==> src/rtl/bmc_pkg.sv <==
/*
 * Package of the bus matrix configuration block: register offsets,
 * field positions, reset values, initiator numbering and encodings.
 * Assumes a 32-bit classic Wishbone register bus with byte addresses.
 */
package bmc_pkg;
    // Register byte offsets
    localparam logic [7:0]  OFF_CONFIG     = 8'h00;
    localparam logic [7:0]  OFF_RAM_SIZE   = 8'h04;
    localparam logic [7:0]  OFF_UFB        = 8'h08;
    localparam logic [7:0]  OFF_FLASH_SIZE = 8'h0c;
    localparam logic [7:0]  OFF_INT_STAT   = 8'h10;
    localparam logic [7:0]  OFF_INT_MASK   = 8'h14;

    // Configuration register fields
    localparam int          CFG_CACHE_DMA  = 26;
    localparam int          CFG_ERR_LSB    = 16;
    localparam int          CFG_RAM_WAIT   = 6;
    localparam int          CFG_ARB_LSB    = 0;
    localparam int          ARB_W          = 3;
    localparam logic [31:0] CFG_RESET      = 32'h041f0041;
    localparam logic [31:0] CFG_WMASK      = 32'h041f0047;

    // User flash base register
    localparam logic [31:0] UFB_RESET      = 32'h00000000;
    localparam logic [31:0] UFB_WMASK      = 32'h000ff800;

    // Data RAM byte counts and a plain flash size default
    localparam logic [31:0] RAM_16K        = 32'h00004000;
    localparam logic [31:0] RAM_32K        = 32'h00008000;
    localparam logic [31:0] RAM_64K        = 32'h00010000;
    localparam logic [31:0] RAM_128K       = 32'h00020000;
    localparam logic [31:0] FLASH_SIZE_DEF = 32'h00040000;

    // Initiators, in configuration bit order from CFG_ERR_LSB
    localparam int          N_INIT         = 5;
    localparam int          INI_CPU_INSTR  = 0;
    localparam int          INI_CPU_DATA   = 1;
    localparam int          INI_DMA        = 2;
    localparam int          INI_DEBUG      = 3;
    localparam int          INI_SHARED     = 4;

    // Interrupt events: one per initiator plus reserved arbitration write
    localparam int          N_EV           = 6;
    localparam int          EV_ARB_RSV     = 5;
    localparam logic [5:0]  EV_RESET       = 6'h00;

    typedef enum logic [2:0] {
        ARB_MODE0 = 3'h0,
        ARB_MODE1 = 3'h1,
        ARB_MODE2 = 3'h2
    } bmc_arb_t;

    typedef enum logic [2:0] {
        RAM_IDLE  = 3'h1,
        RAM_SETUP = 3'h2,
        RAM_GO    = 3'h4
    } bmc_ram_st_t;
endpackage

==> src/rtl/bmc_matrix_cfg.sv <==
/*
 * Bus matrix configuration and status block: configuration register,
 * read-only data RAM size, user flash base, bus error gating per
 * initiator, DMA cache allocation control, data RAM setup wait state
 * and a sticky interrupt status with mask.
 * Assumes all matrix side inputs are on ref_clk_i and a classic
 * Wishbone master on the register side.
 */
// The register offsets and the Wishbone slave port were left to the implementer.
`timescale 1ns/100ps

// How it works
// - Config bit 26 set lets DMA flash misses allocate when cache data caching is on.
// - Bit 26 clear: DMA hits still served from cache, misses never allocate.
// - Bit 20 gates bus errors for unmapped accesses from the shared bus.
// - Bit 19 gates bus errors for unmapped accesses from the debug unit.
// - Bit 18 gates bus errors for unmapped accesses from the DMA.
// - Bit 17 gates CPU data bus errors; no effect in debug mode.
// - Bit 16 gates CPU fetch bus errors; no effect in debug mode.
// - Bit 6 adds one address setup wait state to CPU data RAM accesses.
// - Arbitration field codes 000, 001, 010 pick modes 0-2; mode 1 at reset.
// - RAM size register is read-only and returns the fixed byte count.
// - User flash base bits 19:11 writable, bits 10:0 always zero.
// - Reset clears the user flash base, giving all memory to kernel use.
// - Unimplemented configuration bits always read as zero.
module bmc_matrix_cfg #(
    parameter logic [31:0] RAM_SIZE_VALUE   = bmc_pkg::RAM_64K,
    parameter logic [31:0] FLASH_SIZE_VALUE = bmc_pkg::FLASH_SIZE_DEF
) (
    // Clock and reset
    input  wire logic        ref_clk_i,
    input  wire logic        reset_i,
    // Wishbone slave
    input  wire logic        wb_cyc_i,
    input  wire logic        wb_stb_i,
    input  wire logic        wb_we_i,
    input  wire logic [7:0]  wb_adr_i,
    input  wire logic [3:0]  wb_sel_i,
    input  wire logic [31:0] wb_dat_i,
    output logic      [31:0] wb_dat_o,
    output logic             wb_ack_o,
    // Matrix side: unmapped access reports and debug state
    input  wire logic [bmc_pkg::N_INIT-1:0] unmapped_i,
    input  wire logic        debug_mode_i,
    output logic      [bmc_pkg::N_INIT-1:0] bus_err_o,
    // DMA program flash reads against the cache
    input  wire logic        cache_data_en_i,
    input  wire logic        dma_flash_rd_i,
    input  wire logic        dma_cache_hit_i,
    output logic             dma_hit_serve_o,
    output logic             dma_alloc_o,
    // CPU data RAM access
    input  wire logic        cpu_ram_req_i,
    output logic             ram_go_o,
    // Configuration to the matrix
    output logic      [bmc_pkg::ARB_W-1:0] arb_mode_sel_o,
    output logic             ram_setup_wait_o,
    output logic      [31:0] user_flash_base_o,
    // Interrupt
    output logic             irq_o
);
    import bmc_pkg::*;

    logic [31:0]       cfg_r;
    logic [31:0]       ufb_r;
    logic [N_EV-1:0]   stat_r;
    logic [N_EV-1:0]   mask_r;
    logic [N_EV-1:0]   stat_nxt;
    logic [N_EV-1:0]   ev_set;
    logic [N_INIT-1:0] err_gate;
    logic [31:0]       rd_nxt;
    logic              wb_req;
    logic              wb_wr;
    logic              arb_rsv_wr;
    logic              ack_r;
    logic              irq_r;
    logic              alloc_r;
    logic              hit_r;
    logic [N_INIT-1:0] err_r;
    bmc_ram_st_t       ram_st_r;
    bmc_ram_st_t       ram_st_nxt;

    // Byte-lane merge restricted to writable bits; other bits keep old value
    function automatic logic [31:0] wr_merge(input logic [31:0] old_v,
                                             input logic [31:0] new_v,
                                             input logic [3:0]  sel,
                                             input logic [31:0] wmask);
        logic [31:0] lane;
        lane = {{8{sel[3]}}, {8{sel[2]}}, {8{sel[1]}}, {8{sel[0]}}};
        return (old_v & ~(lane & wmask)) | (new_v & lane & wmask);
    endfunction

    // Offset match on the word address; low two bits are byte lanes
    function automatic logic hit_off(input logic [7:0] adr, input logic [7:0] off);
        return adr[7:2] == off[7:2];
    endfunction

    // A request is taken on the edge that raises ack
    assign wb_req     = wb_cyc_i && wb_stb_i && !ack_r;
    assign wb_wr      = wb_req && wb_we_i;
    assign arb_rsv_wr = wb_wr && hit_off(wb_adr_i, OFF_CONFIG) && wb_sel_i[0]
                        && (wb_dat_i[ARB_W-1:0] > ARB_MODE2);

    // Bus ack: one cycle after the request, dropped the cycle after
    always_ff @(posedge ref_clk_i or posedge reset_i) begin
        if (reset_i) begin
            ack_r <= 1'b0;
        end else begin
            ack_r <= wb_req;
        end
    end

    // Configuration register; reserved arbitration codes are stored as
    // written since their effect is left to the matrix
    always_ff @(posedge ref_clk_i or posedge reset_i) begin
        if (reset_i) begin
            cfg_r <= CFG_RESET;
        end else if (wb_wr && hit_off(wb_adr_i, OFF_CONFIG)) begin
            cfg_r <= wr_merge(cfg_r, wb_dat_i, wb_sel_i, CFG_WMASK);
        end
    end

    // User flash base: only 2 KB granules are writable
    always_ff @(posedge ref_clk_i or posedge reset_i) begin
        if (reset_i) begin
            ufb_r <= UFB_RESET;
        end else if (wb_wr && hit_off(wb_adr_i, OFF_UFB)) begin
            ufb_r <= wr_merge(ufb_r, wb_dat_i, wb_sel_i, UFB_WMASK);
        end
    end

    // Interrupt mask, low byte lane only
    always_ff @(posedge ref_clk_i or posedge reset_i) begin
        if (reset_i) begin
            mask_r <= EV_RESET;
        end else if (wb_wr && hit_off(wb_adr_i, OFF_INT_MASK) && wb_sel_i[0]) begin
            mask_r <= wb_dat_i[N_EV-1:0];
        end
    end

    // Read mux; unmapped offsets and the size registers ignore writes
    always_comb begin
        rd_nxt = 32'h00000000;
        if (hit_off(wb_adr_i, OFF_CONFIG)) begin
            rd_nxt = cfg_r & CFG_WMASK;
        end else if (hit_off(wb_adr_i, OFF_RAM_SIZE)) begin
            rd_nxt = RAM_SIZE_VALUE;
        end else if (hit_off(wb_adr_i, OFF_UFB)) begin
            rd_nxt = ufb_r & UFB_WMASK;
        end else if (hit_off(wb_adr_i, OFF_FLASH_SIZE)) begin
            rd_nxt = FLASH_SIZE_VALUE;
        end else if (hit_off(wb_adr_i, OFF_INT_STAT)) begin
            rd_nxt = {26'h0000000, stat_r};
        end else if (hit_off(wb_adr_i, OFF_INT_MASK)) begin
            rd_nxt = {26'h0000000, mask_r};
        end
    end

    // Read data is captured with the ack and held until the next read request
    always_ff @(posedge ref_clk_i or posedge reset_i) begin
        if (reset_i) begin
            wb_dat_o <= 32'h00000000;
        end else if (wb_req && !wb_we_i) begin
            wb_dat_o <= rd_nxt;
        end
    end

    // Per-initiator gating; debug mode overrides the two CPU enables
    generate
        for (genvar i = 0; i < N_INIT; i++) begin : g_err
            if (i == INI_CPU_INSTR || i == INI_CPU_DATA) begin : g_cpu
                assign err_gate[i] = unmapped_i[i] && cfg_r[CFG_ERR_LSB+i]
                                     && !debug_mode_i;
            end else begin : g_other
                assign err_gate[i] = unmapped_i[i] && cfg_r[CFG_ERR_LSB+i];
            end
        end
    endgenerate

    // Bus error pulses to the initiators, one cycle after the report
    always_ff @(posedge ref_clk_i or posedge reset_i) begin
        if (reset_i) begin
            err_r <= '0;
        end else begin
            err_r <= err_gate;
        end
    end

    // Sticky status: a new event wins over a write-one-to-clear
    assign ev_set = {arb_rsv_wr, err_gate};
    always_comb begin
        stat_nxt = stat_r;
        if (wb_wr && hit_off(wb_adr_i, OFF_INT_STAT) && wb_sel_i[0]) begin
            stat_nxt = stat_nxt & ~wb_dat_i[N_EV-1:0];
        end
        stat_nxt = stat_nxt | ev_set;
    end

    always_ff @(posedge ref_clk_i or posedge reset_i) begin
        if (reset_i) begin
            stat_r <= EV_RESET;
        end else begin
            stat_r <= stat_nxt;
        end
    end

    // Level interrupt, registered so it lags status by one cycle
    always_ff @(posedge ref_clk_i or posedge reset_i) begin
        if (reset_i) begin
            irq_r <= 1'b0;
        end else begin
            irq_r <= |(stat_r & mask_r);
        end
    end

    // DMA flash reads: hits always served, misses allocate only when allowed
    always_ff @(posedge ref_clk_i or posedge reset_i) begin
        if (reset_i) begin
            hit_r   <= 1'b0;
            alloc_r <= 1'b0;
        end else begin
            hit_r   <= dma_flash_rd_i && dma_cache_hit_i;
            alloc_r <= dma_flash_rd_i && !dma_cache_hit_i
                       && cfg_r[CFG_CACHE_DMA] && cache_data_en_i;
        end
    end

    // CPU data RAM sequencing: optional setup cycle before the access
    always_comb begin
        case (ram_st_r)
            RAM_IDLE: begin
                if (!cpu_ram_req_i) begin
                    ram_st_nxt = RAM_IDLE;
                end else if (cfg_r[CFG_RAM_WAIT]) begin
                    ram_st_nxt = RAM_SETUP;
                end else begin
                    ram_st_nxt = RAM_GO;
                end
            end
            RAM_SETUP: begin
                ram_st_nxt = cpu_ram_req_i ? RAM_GO : RAM_IDLE;
            end
            RAM_GO: begin
                ram_st_nxt = RAM_IDLE;
            end
            default: begin
                ram_st_nxt = RAM_IDLE;
            end
        endcase
    end

    always_ff @(posedge ref_clk_i or posedge reset_i) begin
        if (reset_i) begin
            ram_st_r <= RAM_IDLE;
        end else begin
            ram_st_r <= ram_st_nxt;
        end
    end

    // Outputs straight from flops
    assign wb_ack_o          = ack_r;
    assign bus_err_o         = err_r;
    assign dma_hit_serve_o   = hit_r;
    assign dma_alloc_o       = alloc_r;
    assign ram_go_o          = ram_st_r[2];
    assign arb_mode_sel_o    = cfg_r[CFG_ARB_LSB +: ARB_W];
    assign ram_setup_wait_o  = cfg_r[CFG_RAM_WAIT];
    assign user_flash_base_o = ufb_r;
    assign irq_o             = irq_r;
endmodule

==> config.mk <==
export PLATFORM = sky130hd
export DESIGN_NAME = bmc_matrix_cfg
export DESIGN_NICKNAME = d
export VERILOG_FILES = /design/src/rtl/bmc_pkg.sv /design/src/rtl/bmc_matrix_cfg.sv
export SDC_FILE = /design/constraint.sdc
export NUM_CORES = 1
export LEC_CHECK = 0
export BUFFER_PORTS_ARGS = -buffer_cell sky130_fd_sc_hd__buf_2
export CAP_MARGIN = 20
export CORE_UTILIZATION = 48
export CTS_BUF_LIST = sky130_fd_sc_hd__clkbuf_2 sky130_fd_sc_hd__clkbuf_4 sky130_fd_sc_hd__clkbuf_8
export CTS_CLUSTER_SIZE = 8
export DETAILED_ROUTE_END_ITERATION = 6
export PLACE_DENSITY = 0.83
export SLEW_MARGIN = 5
export SYNTH_ARGS = -nofsm -noshare
export SYNTH_HDL_FRONTEND = slang
export SYNTH_SLANG_ARGS = --single-unit
==> constraint.sdc <==
create_clock -name ref_clk_i -period 2.22 [get_ports ref_clk_i]
set_input_delay 0.444 -clock ref_clk_i [delete_from_list [all_inputs] [get_ports ref_clk_i]]
set_output_delay 0.444 -clock ref_clk_i [all_outputs]
set_load 0.02 [all_outputs]
* After elaboration in Yosys (flattened, before gate mapping)
Index checks and enable logic that the tools add are counted.
** Word-level totals
- Bits in read-only memories :: 0
- Flip-flop bits (word level) :: 120
- Bits in latches :: 0
- Word-level logic and storage cells :: 70
- RAM bits :: 0
- Output and inout port bits :: 78
- Memories kept :: 0
** Cells by class
- Equal/unequal tests :: 7
- Order comparisons :: 1
- Multiplexer cells :: 11
- Bitwise operators :: 11
- Multipliers :: 0
- Divide/modulo/power cells :: 0
- Add/subtract/negate cells :: 0
- Reduce and logical (&&, ||, !) cells :: 29
- Shift operators :: 0
** Operators by type and width (number)
- $and 32x32->32 :: 2
- $mux 20 :: 2
- $not 20->32 :: 1
- $not 27->32 :: 1
- $or 32x20->32 :: 1
- $or 32x27->32 :: 1
- $and 27x27->27 :: 1
- $mux 27 :: 1
- $logic_and 1x1->1 :: 23
- $mux 19 :: 1
- $mux 6 :: 3
- $and 6x6->6 :: 2
- $eq 6x2->1 const B :: 2
- $eq 6x3->1 const B :: 2
- $mux 3 :: 3
- $eq 6x1->1 const B :: 1
- $logic_not 6->1 :: 1
- $not 6->6 :: 1
- $or 6x6->6 :: 1
- $pmux 3 s2 :: 1
- $reduce_or 6->1 :: 1
- $logic_not 1->1 :: 4
- $eq 3x1->1 const B :: 1
- $eq 3x2->1 const B :: 1
- $gt 3x2->1 const B :: 1

* Logic depth before layout (Yosys ltp)
- Word-level depth :: 7
- Depth in mapped cells :: 5
- Gate-level depth less buffers :: 4

* Least setup slack after synthesis
OpenSTA, ideal clock, no wires.
- Kind :: input -> register
- From :: in wb_adr_i[5]
- To :: reg mask_r[0]
- Path buffers :: 1
- Path slack :: 310 ps
- Setup time :: 125 ps
- Required time :: 2095 ps
- Stages :: 4
- Arrival :: 1785 ps
- Path through :: or3_4 or4_4 buf_6 mux2_4
** Between the ends
- Longest elaborated chain between the ends :: 3
** Ends and longest elaborated chain
- start: declaration :: line bmc_matrix_cfg.sv:37 : input wire logic [7:0] wb_adr_i,
- $eq 6x3->1 :: line bmc_matrix_cfg.sv:95 : return adr[7:2] == off[7:2];
- $logic_and 1x1->1 (2 in a row) :: line bmc_matrix_cfg.sv:136 : end else if (wb_wr && hit_off(wb_adr_i, OFF_INT_MASK) && wb_sel_i[0]) begin
- end signal: assignment :: line bmc_matrix_cfg.sv:137 : mask_r <= wb_dat_i[N_EV-1:0];
- end: declaration :: line bmc_matrix_cfg.sv:67 : logic [N_EV-1:0] mask_r;
Every way passes these cells.
A chain may end at the register's enable or synchronous reset.

* Worst setup path in the final report
- From :: reg ack_r (netlist: wb_ack_o)
- To :: reg mask_r[3]
** Between the ends
- Longest elaborated chain between the ends :: 5
** Ends and longest elaborated chain
- start: declaration :: line bmc_matrix_cfg.sv:75 : logic ack_r;
- start signal: assignment :: line bmc_matrix_cfg.sv:109 : ack_r <= wb_req;
- $logic_not 1->1 :: line bmc_matrix_cfg.sv:99 : assign wb_req = wb_cyc_i && wb_stb_i && !ack_r;
- $logic_and 1x1->1 :: line bmc_matrix_cfg.sv:99
- $logic_and 1x1->1 :: line bmc_matrix_cfg.sv:100 : assign wb_wr = wb_req && wb_we_i;
- $logic_and 1x1->1 (2 in a row) :: line bmc_matrix_cfg.sv:136
Every way passes these cells.

==> metrics.txt <==
status=completed; postcts setup bufs=0; Hold Path Class=input pin to async pin; Core Region=5886 um2; clk root buf=clkbuf_8; Final Total Pwr=2.436 mW; Fmax=approximately 560 MHz; Initial Util=49.53%; final worst slack=approximately 0.44 ns; port bufs=83; final-report max-slew violation count=0; GRT Overall Usage=about a fifth; largest net degree at the start of global routing=30; compound-cell area share of the yosys netlist=under 10%; slew at the pin closest to its max-slew limit=0.5690 ns; crit-path max FO=6; max-cap violations=0; syn_area_per_cell=11.17 um2; top cell type by total area after synthesis=dfrtp_1; Worst path max stage delay=between 0.6 and 0.7 ns; cell with the most instances after synthesis=dfrtp_1; Inserted Diodes=0; clock slew at reported path FFs=0.06 ns; reg-to-reg setup timing slack=roughly 0.44 ns; top_reg_cell synth=dfrtp_1; CP bufs+invs=0; unrepaired setup endpoints after global routing=false; share of layout cells above drive strength 1=~42%; H-tree depth=3; Mapped Cells=between 200 and 300; Nets=between 400 and 500; vias in the first global route=around 2k; peak supply drop=~0.46 mV; first-pass GRT wire length=9.425 mm; post-synthesis adder-cell area fraction=0%; Clock power frac=between 30% and 40%; XOR/XNOR Fraction of Synth Area=0%; Max clock buf depth=2; Place WS=0.1742 ns; Routed Antenna Nets=0; Die Footprint=~6400 um2; grt ovf=0; DRC=0; Final Hold Viols=0; Setup Total Neg Slack=0 ns; post-synthesis simple-gate area fraction=14.08%; CP Class=flip-flop to flip-flop; via-per-instance ratio=4.912; Seq/Total Area, Yosys=between 50% and 60%; num rows=28; Startpoint Class=flip-flop; Synthesis Warnings=0; Pre-antenna DRT Iters=4; Logic pwr share=between 10% and 20%; Synth Register Bits=61; Post-DP HPWL=between 4 and 5 mm; GP Congestion=around 0.8; Flop pwr share=49.2%; Cell Area, Synth=between 2000 and 3000 um2; later-pin clock latency in the skew report=0.34 ns; clock skew=~0.0093 ns; Post-CTS Hold Fix Bufs=0; chip height=~80 um; Fill cells=around 520; Seq. cell area=1538 um2; final setup fails=0; # IOs=approximately 140; Synth top cells by count=dfrtp_1 (52), buf_4 (40), nand2_1 (32), mux2_2 (22), o21ai_0 (12); drt total wl=a little under 6 mm; PostCTS Resize Cnt=0; Die Width=79.93 um; main combinational cell family by area after synthesis=simple AND/OR/NAND/NOR gates; Async SR Flop Fraction=between 90% and 100%; fin crit share=80.00%; via count=approximately 2.1k; Starting DRT DRC Count=132; Psw=0.6346 mW; CTS tree=built; drt wl/cell=13.74 um; TritonCTS Buffers=9; Net Sw Frac=26.06%; crit path DAT=around 2.0 ns; Leak Pwr=approximately 1.9 nW; post-synth top area share=~45%; antenna violations before repair=0; min Tclk post-route=roughly 1.8 ns; Critical Path End Type=flip-flop; Clock Sinks=slightly above 60; mux share of post-synthesis cell area=about an eighth; synth top area cells=dfrtp_1 (45%), buf_4 (10%), mux2_2 (8.5%); Power per Cell Area=approximately 700 nW/um2; CP max-delay cell=or4_4; Worst slew margin=roughly three fifths; cell internal pwr=around 1.8 mW; WP data required=2.44 ns; final design utilization=59.38%; multi-input logic area=approximately 1200 um2; count of cell types in the netlist=39; synth-to-layout area growth=19.87%; Post-synth EDFFs=0; Crit path max-delay family=simple AND/OR/NAND/NOR gates; crit-path cells=nand4b_1 > or4_4 > mux2_4
placed cells by master, fill, tap and decap left out, drive strengths merged, types with 2 or more instances in the layout:
cell,instances
a21oi,7
a22oi,3
a31oi,6
and3b,2
and4b,2
buf,91
clkbuf,14
conb,37
dfrtp,52
dfstp,9
inv,4
mux2,28
mux2i,5
nand2,32
nand2b,2
nand3,4
nand4,5
nor2,11
nor2b,8
nor4,2
o21a,2
o21ai,12
o31ai,5
or3,2
final timing paths:
check,start,to,cells past startpoint
worst max-delay path,wb_ack_o$_DFF_PP0_,mask_r[3]$_DFFE_PP0P_,3
worst min-delay path,reset_i,wb_ack_o$_DFF_PP0_,2
worst max register to register,wb_ack_o$_DFF_PP0_,mask_r[3]$_DFFE_PP0P_,3
worst min register to register,wb_dat_o[14]$_DFFE_PP0P_,wb_dat_o[14]$_DFFE_PP0P_,2
max in group asynchronous,reset_i,async pin,3
min in group ref_clk_i,wb_dat_i[4],stat_r[4]$_DFF_PP0_,2
power groups by stage:
stage | registers (mW) | clock network [mW] | logic, mW
floorplan | 1.24 | 0 | 0.216
global placement | 1.22 | 0 | 0.290
detailed placement | 1.22 | 0 | 0.297
CTS | 1.20 | 0.955 | 0.297
global route | 1.21 | 0.996 | 0.329
finish | 1.20 | 0.940 | 0.297
layout make-up:
| cell class | instances | area share [%] |
|---|---|---|
| inverter | 4 | 0.4296 |
| timing repair buffer | 91 | 13.96 |
| multi-input combinational | 185 | 33.44 |
| clock inverter | 1 | 0.1432 |
| sequential | 61 | 44.00 |
| tap | 75 | 2.685 |
| clock buffer | 14 | 5.335 |
stage by stage:
| step | instance area (um2) | std cells | hold slack [ns] |
|---|---|---|---|
| CTS | 3495 | 431 | 0.06413 |
| finish | 3495 | 431 | 0.06432 |
| global route | 3495 | 431 | 0.08661 |
| detailed placement | 3303 | 416 | 0.4232 |
| global placement | 3303 | 416 | 0.4198 |
| floorplan | 3050 | 297 | 0.4858 |
cell families after synthesis:
family                 after synthesis
AOI/OAI and AO/OA                   37
buffers and inverters               51
DFF                                 61
muxes                               33
other                                1
and+or+nand+nor                     78
worst register-to-register path, stage by stage, from the launching register on:
cell and delay (ns):
dfrtp_1 0.42, nand4b_1 0.27, or4_4 0.64, mux2_4 0.32
metal layers:
| layer | GRT usage, % | routed length (um) | vias to the layer above | part of all wire [%] |
|---|---|---|---|---|
| met4 | 10.18 | 78 | 0 | 1.3 |
| met3 | 4.000 | 367 | 6 | 6.2 |
| met2 | 31.79 | 2854 | 81 | 48 |
| met5 | 0 | 0 | - | 0 |
| li1 | - | - | 1018 | - |
| met1 | 25.78 | 2622 | 1012 | 44 |
(Power assumes the default switching activity.)
